`config.mk`:
```
export PLATFORM = sky130hd
export DESIGN_NAME = duc_top
export DESIGN_NICKNAME = d
export VERILOG_FILES = /design/src/hw/duc_pkg.sv /design/src/hw/duc_top.sv /design/src/hw/duc_edge.sv /design/src/hw/duc_code_hold.sv
export SDC_FILE = /design/constraint.sdc
export NUM_CORES = 1
export LEC_CHECK = 0
export BUFFER_PORTS_ARGS = -buffer_cell sky130_fd_sc_hd__clkbuf_2
export CORE_ASPECT_RATIO = 0.9
export CORE_UTILIZATION = 35
export DETAILED_ROUTE_END_ITERATION = 10
export PLACE_DENSITY = 0.56
export SYNTH_ARGS = -nofsm -noshare
export SYNTH_HDL_FRONTEND = slang
export SYNTH_SLANG_ARGS = --single-unit
export TNS_END_PERCENT = 1
```
`constraint.sdc`:
```
create_clock -name clk_i -period 2.1 [get_ports clk_i]
set_clock_uncertainty 0.1 [all_clocks]
set_input_delay 0.63 -clock clk_i [delete_from_list [all_inputs] [get_ports clk_i]]
set_output_delay 0.63 -clock clk_i [all_outputs]
set_load 0.005 [all_outputs]
```
`src/hw/duc_pkg.sv`:
```
package duc_pkg;
   // register indices; byte address is four times the index
   localparam logic [9:0] IDX_SPAN = 10'h150;
   localparam logic [9:0] IDX_ENABLE = 10'h152;
   localparam logic [9:0] IDX_TOG_MASK = 10'h154;
   localparam logic [9:0] IDX_LD_MASK = 10'h156;
   localparam logic [9:0] IDX_DIRECT = 10'h158;
   localparam logic [9:0] IDX_SOFT_ALT = 10'h168;
   localparam logic [9:0] IDX_SOFT_LD = 10'h16a;
   localparam logic [9:0] IDX_STAGE_A = 10'h16c;
   localparam logic [9:0] IDX_STAGE_B = 10'h17c;
   // bus and field layout
   localparam int ADDR_W = 12;
   localparam int IDX_LSB = 2;
   localparam int CODE_W = 12;
   localparam int CTRL_BIT = 0;
   localparam logic [15:0] REG_RESET = 16'h0000;
   localparam logic [CODE_W-1:0] CODE_RESET = 12'h000;
   localparam logic [31:0] RDATA_IDLE = 32'h0000_0000;
   // register state of the top block
   typedef struct packed {
      logic span;
      logic enable;
      logic tog_mask;
      logic ld_mask;
      logic [CODE_W-1:0] direct;
      logic alt_sel;
      logic soft_ld;
      logic [CODE_W-1:0] stage_a;
      logic [CODE_W-1:0] stage_b;
      logic pready;
      logic pslverr;
      logic [31:0] prdata;
   } duc_regs_t;
   // strobe synchroniser state
   typedef struct packed {
      logic meta;
      logic sync;
      logic prev;
      logic rise;
      logic fall;
   } duc_edge_t;
   // converter output state
   typedef struct packed {
      logic [CODE_W-1:0] code;
      logic enable;
      logic span;
   } duc_out_t;
endpackage : duc_pkg

```
`src/hw/duc_top.sv`:
```
// How it works
// bit 0 of the span register picks a range of zero to reference (0) or twice it (1).
// bit 0 of the enable register turns the converter off (0) or on (1).
// with pin toggle on, a falling strobe edge loads the first stage, a rising the second.
// when pin toggle and pin load are both on, toggle behaviour wins and load is ignored.
// pin toggling needs bit 0 of the toggle mask and the pin set up for converter use.
// with pin load on and the pin set up, a falling strobe edge loads the first stage.
// writing the direct code field updates the converter code at once.
// writing the alternate select loads the first stage on 0 and the second on 1.
// writing 1 to the soft load strobe loads the first stage; the bit then self-clears.
// the first stage register holds a 12-bit code in bits 11 to 0.
// the second stage register holds a 12-bit code moved by a rising toggle edge or by writing 1 to the alternate select.
// every register resets to zero, so the converter is off and all codes are zero.
// each 16-bit register has its low byte on lane 0 and its high byte on lane 1.
// one code register follows the most recent load source and holds while disabled.
//
// The APB interface to the registers was decided locally.
`timescale 1ns/1ns
module duc_top
   import duc_pkg::*;
(
   // clock and reset
   input wire logic clk_i,
   input wire logic resetn_i,
   // apb slave
   input wire logic psel_i,
   input wire logic penable_i,
   input wire logic pwrite_i,
   input wire logic [ADDR_W-1:0] paddr_i,
   input wire logic [31:0] pwdata_i,
   input wire logic [3:0] pstrb_i,
   output logic [31:0] prdata_o,
   output logic pready_o,
   output logic pslverr_o,
   // auxiliary strobe pin and its function setting
   input wire logic aux_strobe_pin_i,
   input wire logic aux_pin_function_sel_i,
   // converter controls
   output logic [CODE_W-1:0] dac_code_o,
   output logic dac_enable_o,
   output logic dac_span_o
);
   duc_regs_t st;
   duc_regs_t next_st;

   logic pin_rise;
   logic pin_fall;
   logic load_req;
   logic [CODE_W-1:0] load_code;
   logic access;
   logic wr_now;
   logic [9:0] idx;
   logic mapped;
   // one hit per register index
   logic hit_span;
   logic hit_enable;
   logic hit_tog_mask;
   logic hit_ld_mask;
   logic hit_direct;
   logic hit_soft_alt;
   logic hit_soft_ld;
   logic hit_stage_a;
   logic hit_stage_b;
   // committed write per register
   logic wr_span;
   logic wr_enable;
   logic wr_tog_mask;
   logic wr_ld_mask;
   logic wr_direct;
   logic wr_soft_alt;
   logic wr_soft_ld;
   logic wr_stage_a;
   logic wr_stage_b;
   logic [15:0] wr_word;
   logic [15:0] old_word;
   logic [15:0] rd_word;
   logic pin_ready;
   logic pin_load_a;
   logic pin_load_b;

   // merge the two low byte lanes into an old 16-bit value
   function automatic logic [15:0] merge_lanes(input logic [15:0] old_v,
                                               input logic [31:0] wdata,
                                               input logic [3:0] strb);
      logic [15:0] res;
      res = old_v;
      if (strb[0]) begin
         res[7:0] = wdata[7:0];
      end
      if (strb[1]) begin
         res[15:8] = wdata[15:8];
      end
      return res;
   endfunction : merge_lanes

   // strobe pin synchroniser and edge detector
   duc_edge u_edge (
      .clk_i(clk_i),
      .resetn_i(resetn_i),
      .pin_i(aux_strobe_pin_i),
      .rise_o(pin_rise),
      .fall_o(pin_fall)
   );

   // converter code, enable and span outputs
   duc_code_hold u_hold (
      .clk_i(clk_i),
      .resetn_i(resetn_i),
      .load_i(load_req),
      .code_i(load_code),
      .enable_i(next_st.enable),
      .span_i(next_st.span),
      .dac_code_o(dac_code_o),
      .dac_enable_o(dac_enable_o),
      .dac_span_o(dac_span_o)
   );

   // bus phase decode; a transfer commits in the cycle that shows ready
   assign access = psel_i & penable_i & st.pready;
   assign wr_now = access & pwrite_i;
   assign idx = paddr_i[ADDR_W-1:IDX_LSB];

   // register hits; an index outside the map answers with an error
   assign hit_span = (idx == IDX_SPAN);
   assign hit_enable = (idx == IDX_ENABLE);
   assign hit_tog_mask = (idx == IDX_TOG_MASK);
   assign hit_ld_mask = (idx == IDX_LD_MASK);
   assign hit_direct = (idx == IDX_DIRECT);
   assign hit_soft_alt = (idx == IDX_SOFT_ALT);
   assign hit_soft_ld = (idx == IDX_SOFT_LD);
   assign hit_stage_a = (idx == IDX_STAGE_A);
   assign hit_stage_b = (idx == IDX_STAGE_B);
   assign mapped = hit_span | hit_enable | hit_tog_mask | hit_ld_mask | hit_direct
                   | hit_soft_alt | hit_soft_ld | hit_stage_a | hit_stage_b;

   // one write strobe per register, only in the committing cycle
   // so a refused or still waiting transfer can never touch state
   assign wr_span = wr_now & hit_span;
   assign wr_enable = wr_now & hit_enable;
   assign wr_tog_mask = wr_now & hit_tog_mask;
   assign wr_ld_mask = wr_now & hit_ld_mask;
   assign wr_direct = wr_now & hit_direct;
   assign wr_soft_alt = wr_now & hit_soft_alt;
   assign wr_soft_ld = wr_now & hit_soft_ld;
   assign wr_stage_a = wr_now & hit_stage_a;
   assign wr_stage_b = wr_now & hit_stage_b;

   // address decode and read view of the addressed register
   always_comb begin
      old_word = REG_RESET;
      unique case (idx)
         IDX_SPAN: begin
            old_word[CTRL_BIT] = st.span;
         end
         IDX_ENABLE: begin
            old_word[CTRL_BIT] = st.enable;
         end
         IDX_TOG_MASK: begin
            old_word[CTRL_BIT] = st.tog_mask;
         end
         IDX_LD_MASK: begin
            old_word[CTRL_BIT] = st.ld_mask;
         end
         IDX_DIRECT: begin
            old_word[CODE_W-1:0] = st.direct;
         end
         IDX_SOFT_ALT: begin
            old_word[CTRL_BIT] = st.alt_sel;
         end
         IDX_SOFT_LD: begin
            old_word[CTRL_BIT] = st.soft_ld;
         end
         IDX_STAGE_A: begin
            old_word[CODE_W-1:0] = st.stage_a;
         end
         IDX_STAGE_B: begin
            old_word[CODE_W-1:0] = st.stage_b;
         end
         default: begin
            old_word = REG_RESET; // unmapped index reads as zero
         end
      endcase
      rd_word = old_word;
   end

   // write data with byte lanes applied; reserved bits are dropped later
   assign wr_word = merge_lanes(old_word, pwdata_i, pstrb_i);

   // pin events only act once the pin is handed to the converter
   assign pin_ready = aux_pin_function_sel_i;
   always_comb begin
      pin_load_a = 1'b0;
      pin_load_b = 1'b0;
      if (pin_ready && st.tog_mask) begin
         pin_load_a = pin_fall;
         pin_load_b = pin_rise;
      end else if (pin_ready && st.ld_mask) begin
         pin_load_a = pin_fall;
      end
      // with toggle on, the load branch above is never taken
   end

   // register updates and bus answer
   always_comb begin
      next_st = st;
      // one wait state: ready rises in the second access cycle
      next_st.pready = psel_i & penable_i & ~st.pready;
      next_st.pslverr = 1'b0;
      next_st.prdata = RDATA_IDLE;
      if (psel_i && penable_i && !st.pready) begin
         next_st.pslverr = ~mapped;
         if (!pwrite_i && mapped) begin
            next_st.prdata = {16'h0000, rd_word};
         end
      end
      // soft load completes one cycle after it was requested
      if (st.soft_ld) begin
         next_st.soft_ld = 1'b0;
      end
      // each register takes its committed write; reserved bits are dropped
      if (wr_span) begin
         next_st.span = wr_word[CTRL_BIT];
      end
      if (wr_enable) begin
         next_st.enable = wr_word[CTRL_BIT];
      end
      if (wr_tog_mask) begin
         next_st.tog_mask = wr_word[CTRL_BIT];
      end
      if (wr_ld_mask) begin
         next_st.ld_mask = wr_word[CTRL_BIT];
      end
      if (wr_direct) begin
         next_st.direct = wr_word[CODE_W-1:0];
      end
      if (wr_soft_alt) begin
         next_st.alt_sel = wr_word[CTRL_BIT];
      end
      // a new request wins over the self-clear in the same cycle
      if (wr_soft_ld && wr_word[CTRL_BIT]) begin
         next_st.soft_ld = 1'b1;
      end
      if (wr_stage_a) begin
         next_st.stage_a = wr_word[CODE_W-1:0];
      end
      if (wr_stage_b) begin
         next_st.stage_b = wr_word[CODE_W-1:0];
      end
   end

   // pick the load source; fixed priority: direct write, alternate select, soft load, rising pin, falling pin
   always_comb begin
      load_req = 1'b0;
      load_code = st.stage_a;
      if (wr_direct) begin
         load_req = 1'b1;
         load_code = wr_word[CODE_W-1:0];
      end else if (wr_soft_alt) begin
         load_req = 1'b1;
         load_code = wr_word[CTRL_BIT] ? st.stage_b : st.stage_a;
      end else if (st.soft_ld) begin
         load_req = 1'b1;
         load_code = st.stage_a;
      end else if (pin_load_b) begin
         load_req = 1'b1;
         load_code = st.stage_b;
      end else if (pin_load_a) begin
         load_req = 1'b1;
         load_code = st.stage_a;
      end
   end

   // state register
   always_ff @(posedge clk_i) begin
      if (!resetn_i) begin
         st <= '{span: 1'b0,
                 enable: 1'b0,
                 tog_mask: 1'b0,
                 ld_mask: 1'b0,
                 direct: CODE_RESET,
                 alt_sel: 1'b0,
                 soft_ld: 1'b0,
                 stage_a: CODE_RESET,
                 stage_b: CODE_RESET,
                 pready: 1'b0,
                 pslverr: 1'b0,
                 prdata: RDATA_IDLE};
      end else begin
         st <= next_st;
      end
   end

   // bus outputs come straight from the state register
   assign prdata_o = st.prdata;
   assign pready_o = st.pready;
   assign pslverr_o = st.pslverr;
endmodule : duc_top

```
`src/hw/duc_edge.sv`:
```
`timescale 1ns/1ns
module duc_edge
   import duc_pkg::*;
(
   // clock and reset
   input wire logic clk_i,
   input wire logic resetn_i,
   // asynchronous strobe pin
   input wire logic pin_i,
   // one-cycle edge pulses
   output logic rise_o,
   output logic fall_o
);
   duc_edge_t st;
   duc_edge_t next_st;

   // two-flop synchroniser, then edge detection on the clean copy
   always_comb begin
      next_st = st;
      next_st.meta = pin_i;
      next_st.sync = st.meta;
      next_st.prev = st.sync;
      next_st.rise = st.sync & ~st.prev;
      next_st.fall = ~st.sync & st.prev;
   end

   // state register; pin idles high so no false edge after reset
   always_ff @(posedge clk_i) begin
      if (!resetn_i) begin
         st <= '{meta: 1'b1, sync: 1'b1, prev: 1'b1, rise: 1'b0, fall: 1'b0};
      end else begin
         st <= next_st;
      end
   end

   assign rise_o = st.rise;
   assign fall_o = st.fall;
endmodule : duc_edge

```
`src/hw/duc_code_hold.sv`:
```
`timescale 1ns/1ns
module duc_code_hold
   import duc_pkg::*;
(
   // clock and reset
   input wire logic clk_i,
   input wire logic resetn_i,
   // load request and settings
   input wire logic load_i,
   input wire logic [CODE_W-1:0] code_i,
   input wire logic enable_i,
   input wire logic span_i,
   // converter controls
   output logic [CODE_W-1:0] dac_code_o,
   output logic dac_enable_o,
   output logic dac_span_o
);
   duc_out_t st;
   duc_out_t next_st;

   // latest load wins; code kept while converter is off
   always_comb begin
      next_st = st;
      next_st.enable = enable_i;
      next_st.span = span_i;
      if (load_i) begin
         next_st.code = code_i;
      end
   end

   // state register
   always_ff @(posedge clk_i) begin
      if (!resetn_i) begin
         st <= '{code: CODE_RESET, enable: 1'b0, span: 1'b0};
      end else begin
         st <= next_st;
      end
   end

   assign dac_code_o = st.code;
   assign dac_enable_o = st.enable;
   assign dac_span_o = st.span;
endmodule : duc_code_hold

```
Yosys cells after proc, flatten, opt, wreduce, memory -nomap -nowiden. Index checks and enable logic that the tools add are counted.

Reduce and logical (&&, ||, !) cells: 10. Equal/unequal tests: 9. Muxes and demuxes: 19. Bitwise gates (word level): 27.

Operator list (count): equality test 10 x 9 -> 1 bit (second input constant) (9); two-way mux 12 bit (5); one-hot mux 11 bit (3 select lines) (1); bitwise AND 1 bit (15); two-way mux 1 bit (10); one-hot mux 1 bit (9 select lines) (1); two-way mux 8 bit (1); bitwise OR 1 bit (8); logical AND 1 bit (6); two-way mux 4 bit (1); NOT 1 bit (4); AND reduction 3 bit (1); zero test 1 bit (2); AND reduction 2 bit (1).

Word-level logic and storage cells: 84. Output and inout bits: 48. Register bits: 93.

Longest topological paths before layout.
Word-level depth: 11. Mapped depth: 8. Depth with buffers taken out: 6.

Hierarchy. Synthesis repeated with hierarchy kept, for this count alone.

Cells, all modules: 445. Area, all modules: 3852.4 um2.

By module, submodules not included: duc_top (cells an instance 393, area each 3213.1 um2, times used 1, seq. area each 1121.1 um2); duc_code_hold (cells an instance 42, area each 503.0 um2, times used 1, seq. area each 280.3 um2); duc_edge (cells an instance 10, area each 136.4 um2, times used 1, seq. area each 100.1 um2).

Worst setup path after synthesis. OpenSTA, ideal clock, no wires.

Kind: in2reg. Start point: input paddr_i[6]. End point: register u_hold.st, in the netlist u_hold.dac_code_o[10]. Library setup time: 0.118 ns. Setup slack: -0.109 ns. Stages: 8. Arrival time: 1.991 ns. Required time: 1.882 ns. Cell sequence: buf_6 -> nand3b_1 -> a211o_1 -> a2111o_1 -> and2_4 -> buf_6 -> nor2_1 -> o21ai_1.

Cells in the longest elaborated chain, start to end: 6.

Ends and longest elaborated chain: from (decl) (line duc_top.sv:29) `input wire logic [ADDR_W-1:0] paddr_i,`; equality test 10 x 9 -> 1 bit, on equally long branches (line duc_top.sv:151, duc_top.sv:128, duc_top.sv:129); one-hot mux 1 bit (9 select lines) (line duc_top.sv:151) `unique case (idx)`; two-way mux 8 bit (line duc_top.sv:87) `if (strb[0]) begin`; two-way mux 12 bit (line duc_top.sv:260) `load_code = wr_word[CTRL_BIT] ? st.stage_b : st.stage_a;`; two-way mux 12 bit (line duc_top.sv:258) `end else if (wr_soft_alt) begin`; two-way mux 12 bit (line duc_top.sv:255) `if (wr_direct) begin`; to (signal assigned) (line duc_code_hold.sv:34) `st <= '{code: CODE_RESET, enable: 1'b0, span: 1'b0};`; to (signal assigned) (line duc_code_hold.sv:36) `st <= next_st;`; to (decl) (line duc_code_hold.sv:18) `duc_out_t st;`.

Parallel ways exist; a longest one is shown, timed or not. A chain may end at the register's enable or synchronous reset.

Worst setup path in the final report.
Start point: input paddr_i[11]. End point: register st[48] (netlist bit).

Cells in the longest elaborated chain, start to end: 3.

Ends and longest elaborated chain: equality test 10 x 9 -> 1 bit, on equally long branches (line duc_top.sv:151, duc_top.sv:131); one-hot mux 11 bit (3 select lines) (line duc_top.sv:151); two-way mux 8 bit (line duc_top.sv:87); to (signal assigned) (line duc_top.sv:276) `st <= '{span: 1'b0,`; to (signal assigned) (line duc_top.sv:289) `st <= next_st;`; to (decl) (line duc_top.sv:43) `duc_regs_t st;`.

Parallel ways exist; a longest one is shown, timed or not.

==> results list <==
* Maximum achievable frequency: 0.485 GHz
* Maximum resistive drop on vdd: 0.318 mV
- DR DRC count: 0
- The tool flagged a number of max-cap violations equal to 0.
* Initial detailed-routing violation count: 155
* Lkg Pwr: 1.95 nW
- The number of antenna diodes in the final layout is 0.
- At the end of routability-driven placement, the weighted congestion stood at 0.834.
* Primary FF master, synth: dfxtp_1
- Initial Utilization: 36.5%
* TritonCTS clock tree: built
* Worst path max stage delay: 0.41 ns
- Die Y: 95.1 um
- Setup slack on the worst reg-to-reg path comes out at 0.19 ns.
- Worst path required time: 2.29 ns
- In the final design database the tool counted 520 nets.
- For this run the aggregate overflow at the end of global routing stands at 0.
- Dividing the detail-routed wire length by the instance count gives 15.0 um.
* Worst Path Class, Setup: in -> reg
* Final critical-path share of the clock period: 98.2%
* Final Hold Fails: 0
* TritonRoute pass-1 iters: 4
- The initial antenna violation count was 0.
* Number of buffers created by CTS: 9
* Root buf cell: clkbuf_8
* Launching point of the worst reg2reg path: st[60]
* Average footprint of a synthesized cell: 9.22 um^2
* Final-report max-slew violation count: 0
- Overall Power: 3.15 mW
- Worst-path cell with the longest stage delay: or3b_1
* Post-DP HPWL: 6440 um
- Post-CTS setup buffer count: 0
* Max Fanout on Critical Path: 11
- Aggregate negative setup slack: 0 ns
- In this run the remaining antenna-violating nets after routing total 0.
- For this run, the number of Yosys warnings is 0.
- Post-CTS clock slew at the launch and capture registers of the worst setup and hold paths: 0.07 ns
- For this run, the register share of the synthesized area comes to 43.3%.
- Die footprint: 0.0100 mm^2
- In this run, post-CTS repair resized a total of 0 instances.
- Clock Latency Late Sink: 0.35 ns
* Yosys reg bits: 73
- The floorplan step set the die width to 105 um.
* Worst Setup End Kind: register
- Count of distinct cell types in the synthesized netlist: 52
* Cell row count: 33
- Launching instance or port of the critical path: paddr_i[11]
- For this design, the sink count on the clock tree is 73.
* Mapped Cells: 366
- Setup repair after global routing could not meet its margin everywhere.
- Summed over all layers, the routed wires come to 8860 um.
* Crit path time final: 2.06 ns
- The run finished with clean final reports.
- Kind of path behind the tightest hold check: reg -> reg
* P&R area growth vs syn: 29.6%
- After floorplanning, the core was sized to cover 0.00925 mm^2.
- Buffers added on ports: 58
* Beginning of the worst hold path: u_edge.next_st[3]
* Maximum count of clock buffers along a single path: 2
- Global routing consumed, over all layers together, 18.5% of the routing resources.
- STA classifies the critical path startpoint as an input pin.
- Number of buffers inserted for hold repair after clock tree synthesis: 0
* Filler instances: 928
- Share of layout cells above drive strength 1: 33.8%
* Vias in the first global route: 2,756
- Overall via count from detail_route: 2,932
- Mean number of vias per cell: 4.95
- For the worst setup path, the data arrival time is 2.25 ns.
- Dividing total power by cell area gives a power density of 721 mW/mm^2.
- Count of flip-flops with a built-in enable after synthesis: 0
* Boundary pin count: 103
- Entering global routing, the biggest net connects 25 pins.
- Count of final setup violators: 0
- The mapped netlist covers 0.00337 mm^2.
- Ordered cell list for the critical path: clkbuf_2 -> or3b_1 -> nor2_2 -> nand3_2 -> nor3b_2 -> buf_4 -> and2_1 -> buf_12 -> a22o_1
- The clock tree synthesis step divided the H-tree into 3 levels.
- The first global-routing pass estimated 14,100 um of wire.
- In the synthesized netlist the async set-or-reset flop fraction comes to 0%.
==> power breakdown <==
group	internal, mW	switching (mW)	total, mW
Clock	1.03	0.541	1.57
Sequential	1.39	0.00151	1.39
Combinational	0.0891	0.102	0.191
Total	2.51	0.645	3.15
==> placed cells by master (no fill, tap or decap), types with 2 or more instances in the layout <==
| cell | synthesis | routed |
|---|---|---|
| nor3b_2 | 2 | 2 |
| and3b_1 | 2 | 2 |
| bufinv_16 | 0 | 5 |
| o22ai_1 | 11 | 11 |
| a21o_1 | 2 | 2 |
| clkbuf_2 | 0 | 58 |
| o21ai_0 | 7 | 5 |
| nand2_1 | 42 | 41 |
| mux2i_1 | 13 | 13 |
| inv_1 | 16 | 16 |
| o221ai_1 | 10 | 10 |
| nand2b_1 | 6 | 6 |
| nor2_1 | 21 | 20 |
| clkbuf_8 | 0 | 9 |
| nand4b_1 | 2 | 2 |
| a22o_1 | 22 | 22 |
| o21ai_1 | 12 | 14 |
| nor4_1 | 3 | 3 |
| buf_4 | 32 | 56 |
| mux2_2 | 12 | 12 |
| nand3b_1 | 5 | 5 |
| dfxtp_1 | 73 | 73 |
| nor2b_1 | 14 | 13 |
| nand3_2 | 1 | 4 |
| conb_1 | 1 | 20 |
| buf_12 | 0 | 4 |
| nand3_1 | 13 | 10 |
==> critical path: cells and delay by family <==
| family | cells | cell delay (ns) |
|---|---|---|
| compound gates | 1 | 0.14 |
| buf+inv | 3 | 0.37 |
| simple gates | 5 | 1.11 |
==> metrics by stage <==
stage	instance area, um^2	setup WS [ns]	hold slack, ns	util (%)	cells
final	4370	0.0378	0.320	47.3	592
after global routing	4370	-0.0402	0.334	47.3	592
after CTS	4340	0.0126	0.327	47.0	592
after detailed placement	4050	-0.336	0.307	43.8	576
after global placement	4050	-0.323	0.292	43.8	576
after floorplan	3440	-0.109	0.286	-	385
==> synth_stat cells, drive strengths merged (2+ instances only) <==
cell type	instances	area, um^2
a21o	2	15.0
a22o	22	193
and2	2	15.0
and3	2	12.5
and3b	2	17.5
buf	42	309
clkbuf	7	26.3
dfxtp	73	1460
inv	16	60.1
mux2	12	135
mux2i	13	130
nand2	42	158
nand2b	6	37.5
nand3	14	75.1
nand3b	5	37.5
nand4b	2	17.5
nor2	21	78.8
nor2b	14	87.6
nor3b	3	32.5
nor4	3	18.8
o21ai	19	95.1
o221ai	11	103
o22ai	11	68.8
==> path summary, 6_finish.rpt <==
kind / endpoint / cells after the start
max: st[48] / 9
min: u_edge.next_st[2] / 1
max reg2reg: u_hold.dac_code_o[2] / 7
min reg2reg: u_edge.next_st[2] / 1
==> per-layer routing <==
metal  share of wire, %  GRT usage (%)  up-vias
li1                   -              -     1452
met3                6.7           4.65       10
met2                 44           28.9       99
met4               0.98           5.75        0
met5                  0              0        -
met1                 48           25.0     1371
==> cell type report <==
class                      count  area, um^2  area share (%)
clock buffer                   9         124            2.83
clock inverter                 7         166            3.81
inverter                      16        60.1            1.37
multi-input combinational    247        1620            37.0
sequential                    73        1460            33.4
tap                          122         153            3.49
timing repair buffer         118         791            18.1
==> state kept, by name (all words and copies together) (netlist names) <==
signal / flops
u_edge.fall_o: 1
u_edge.rise_o: 1
u_edge.next_st: 2
u_hold.dac_code_o: 12
u_edge.st: 1
st: 42
pready_o: 1
prdata_o: 12
pslverr_o: 1
==> cells by family after synthesis <==
group | Yosys count | share of synthesized area [%]
multiplexers | 26 | 8.53
flip-flops | 73 | 43.3
AO/OA/AOI/OAI | 76 | 16.8
buffers and inverters | 65 | 11.7
other | 1 | 0.111
AND/OR/NAND/NOR | 125 | 19.5
Note: power is estimated with default switching activity, not from simulation.
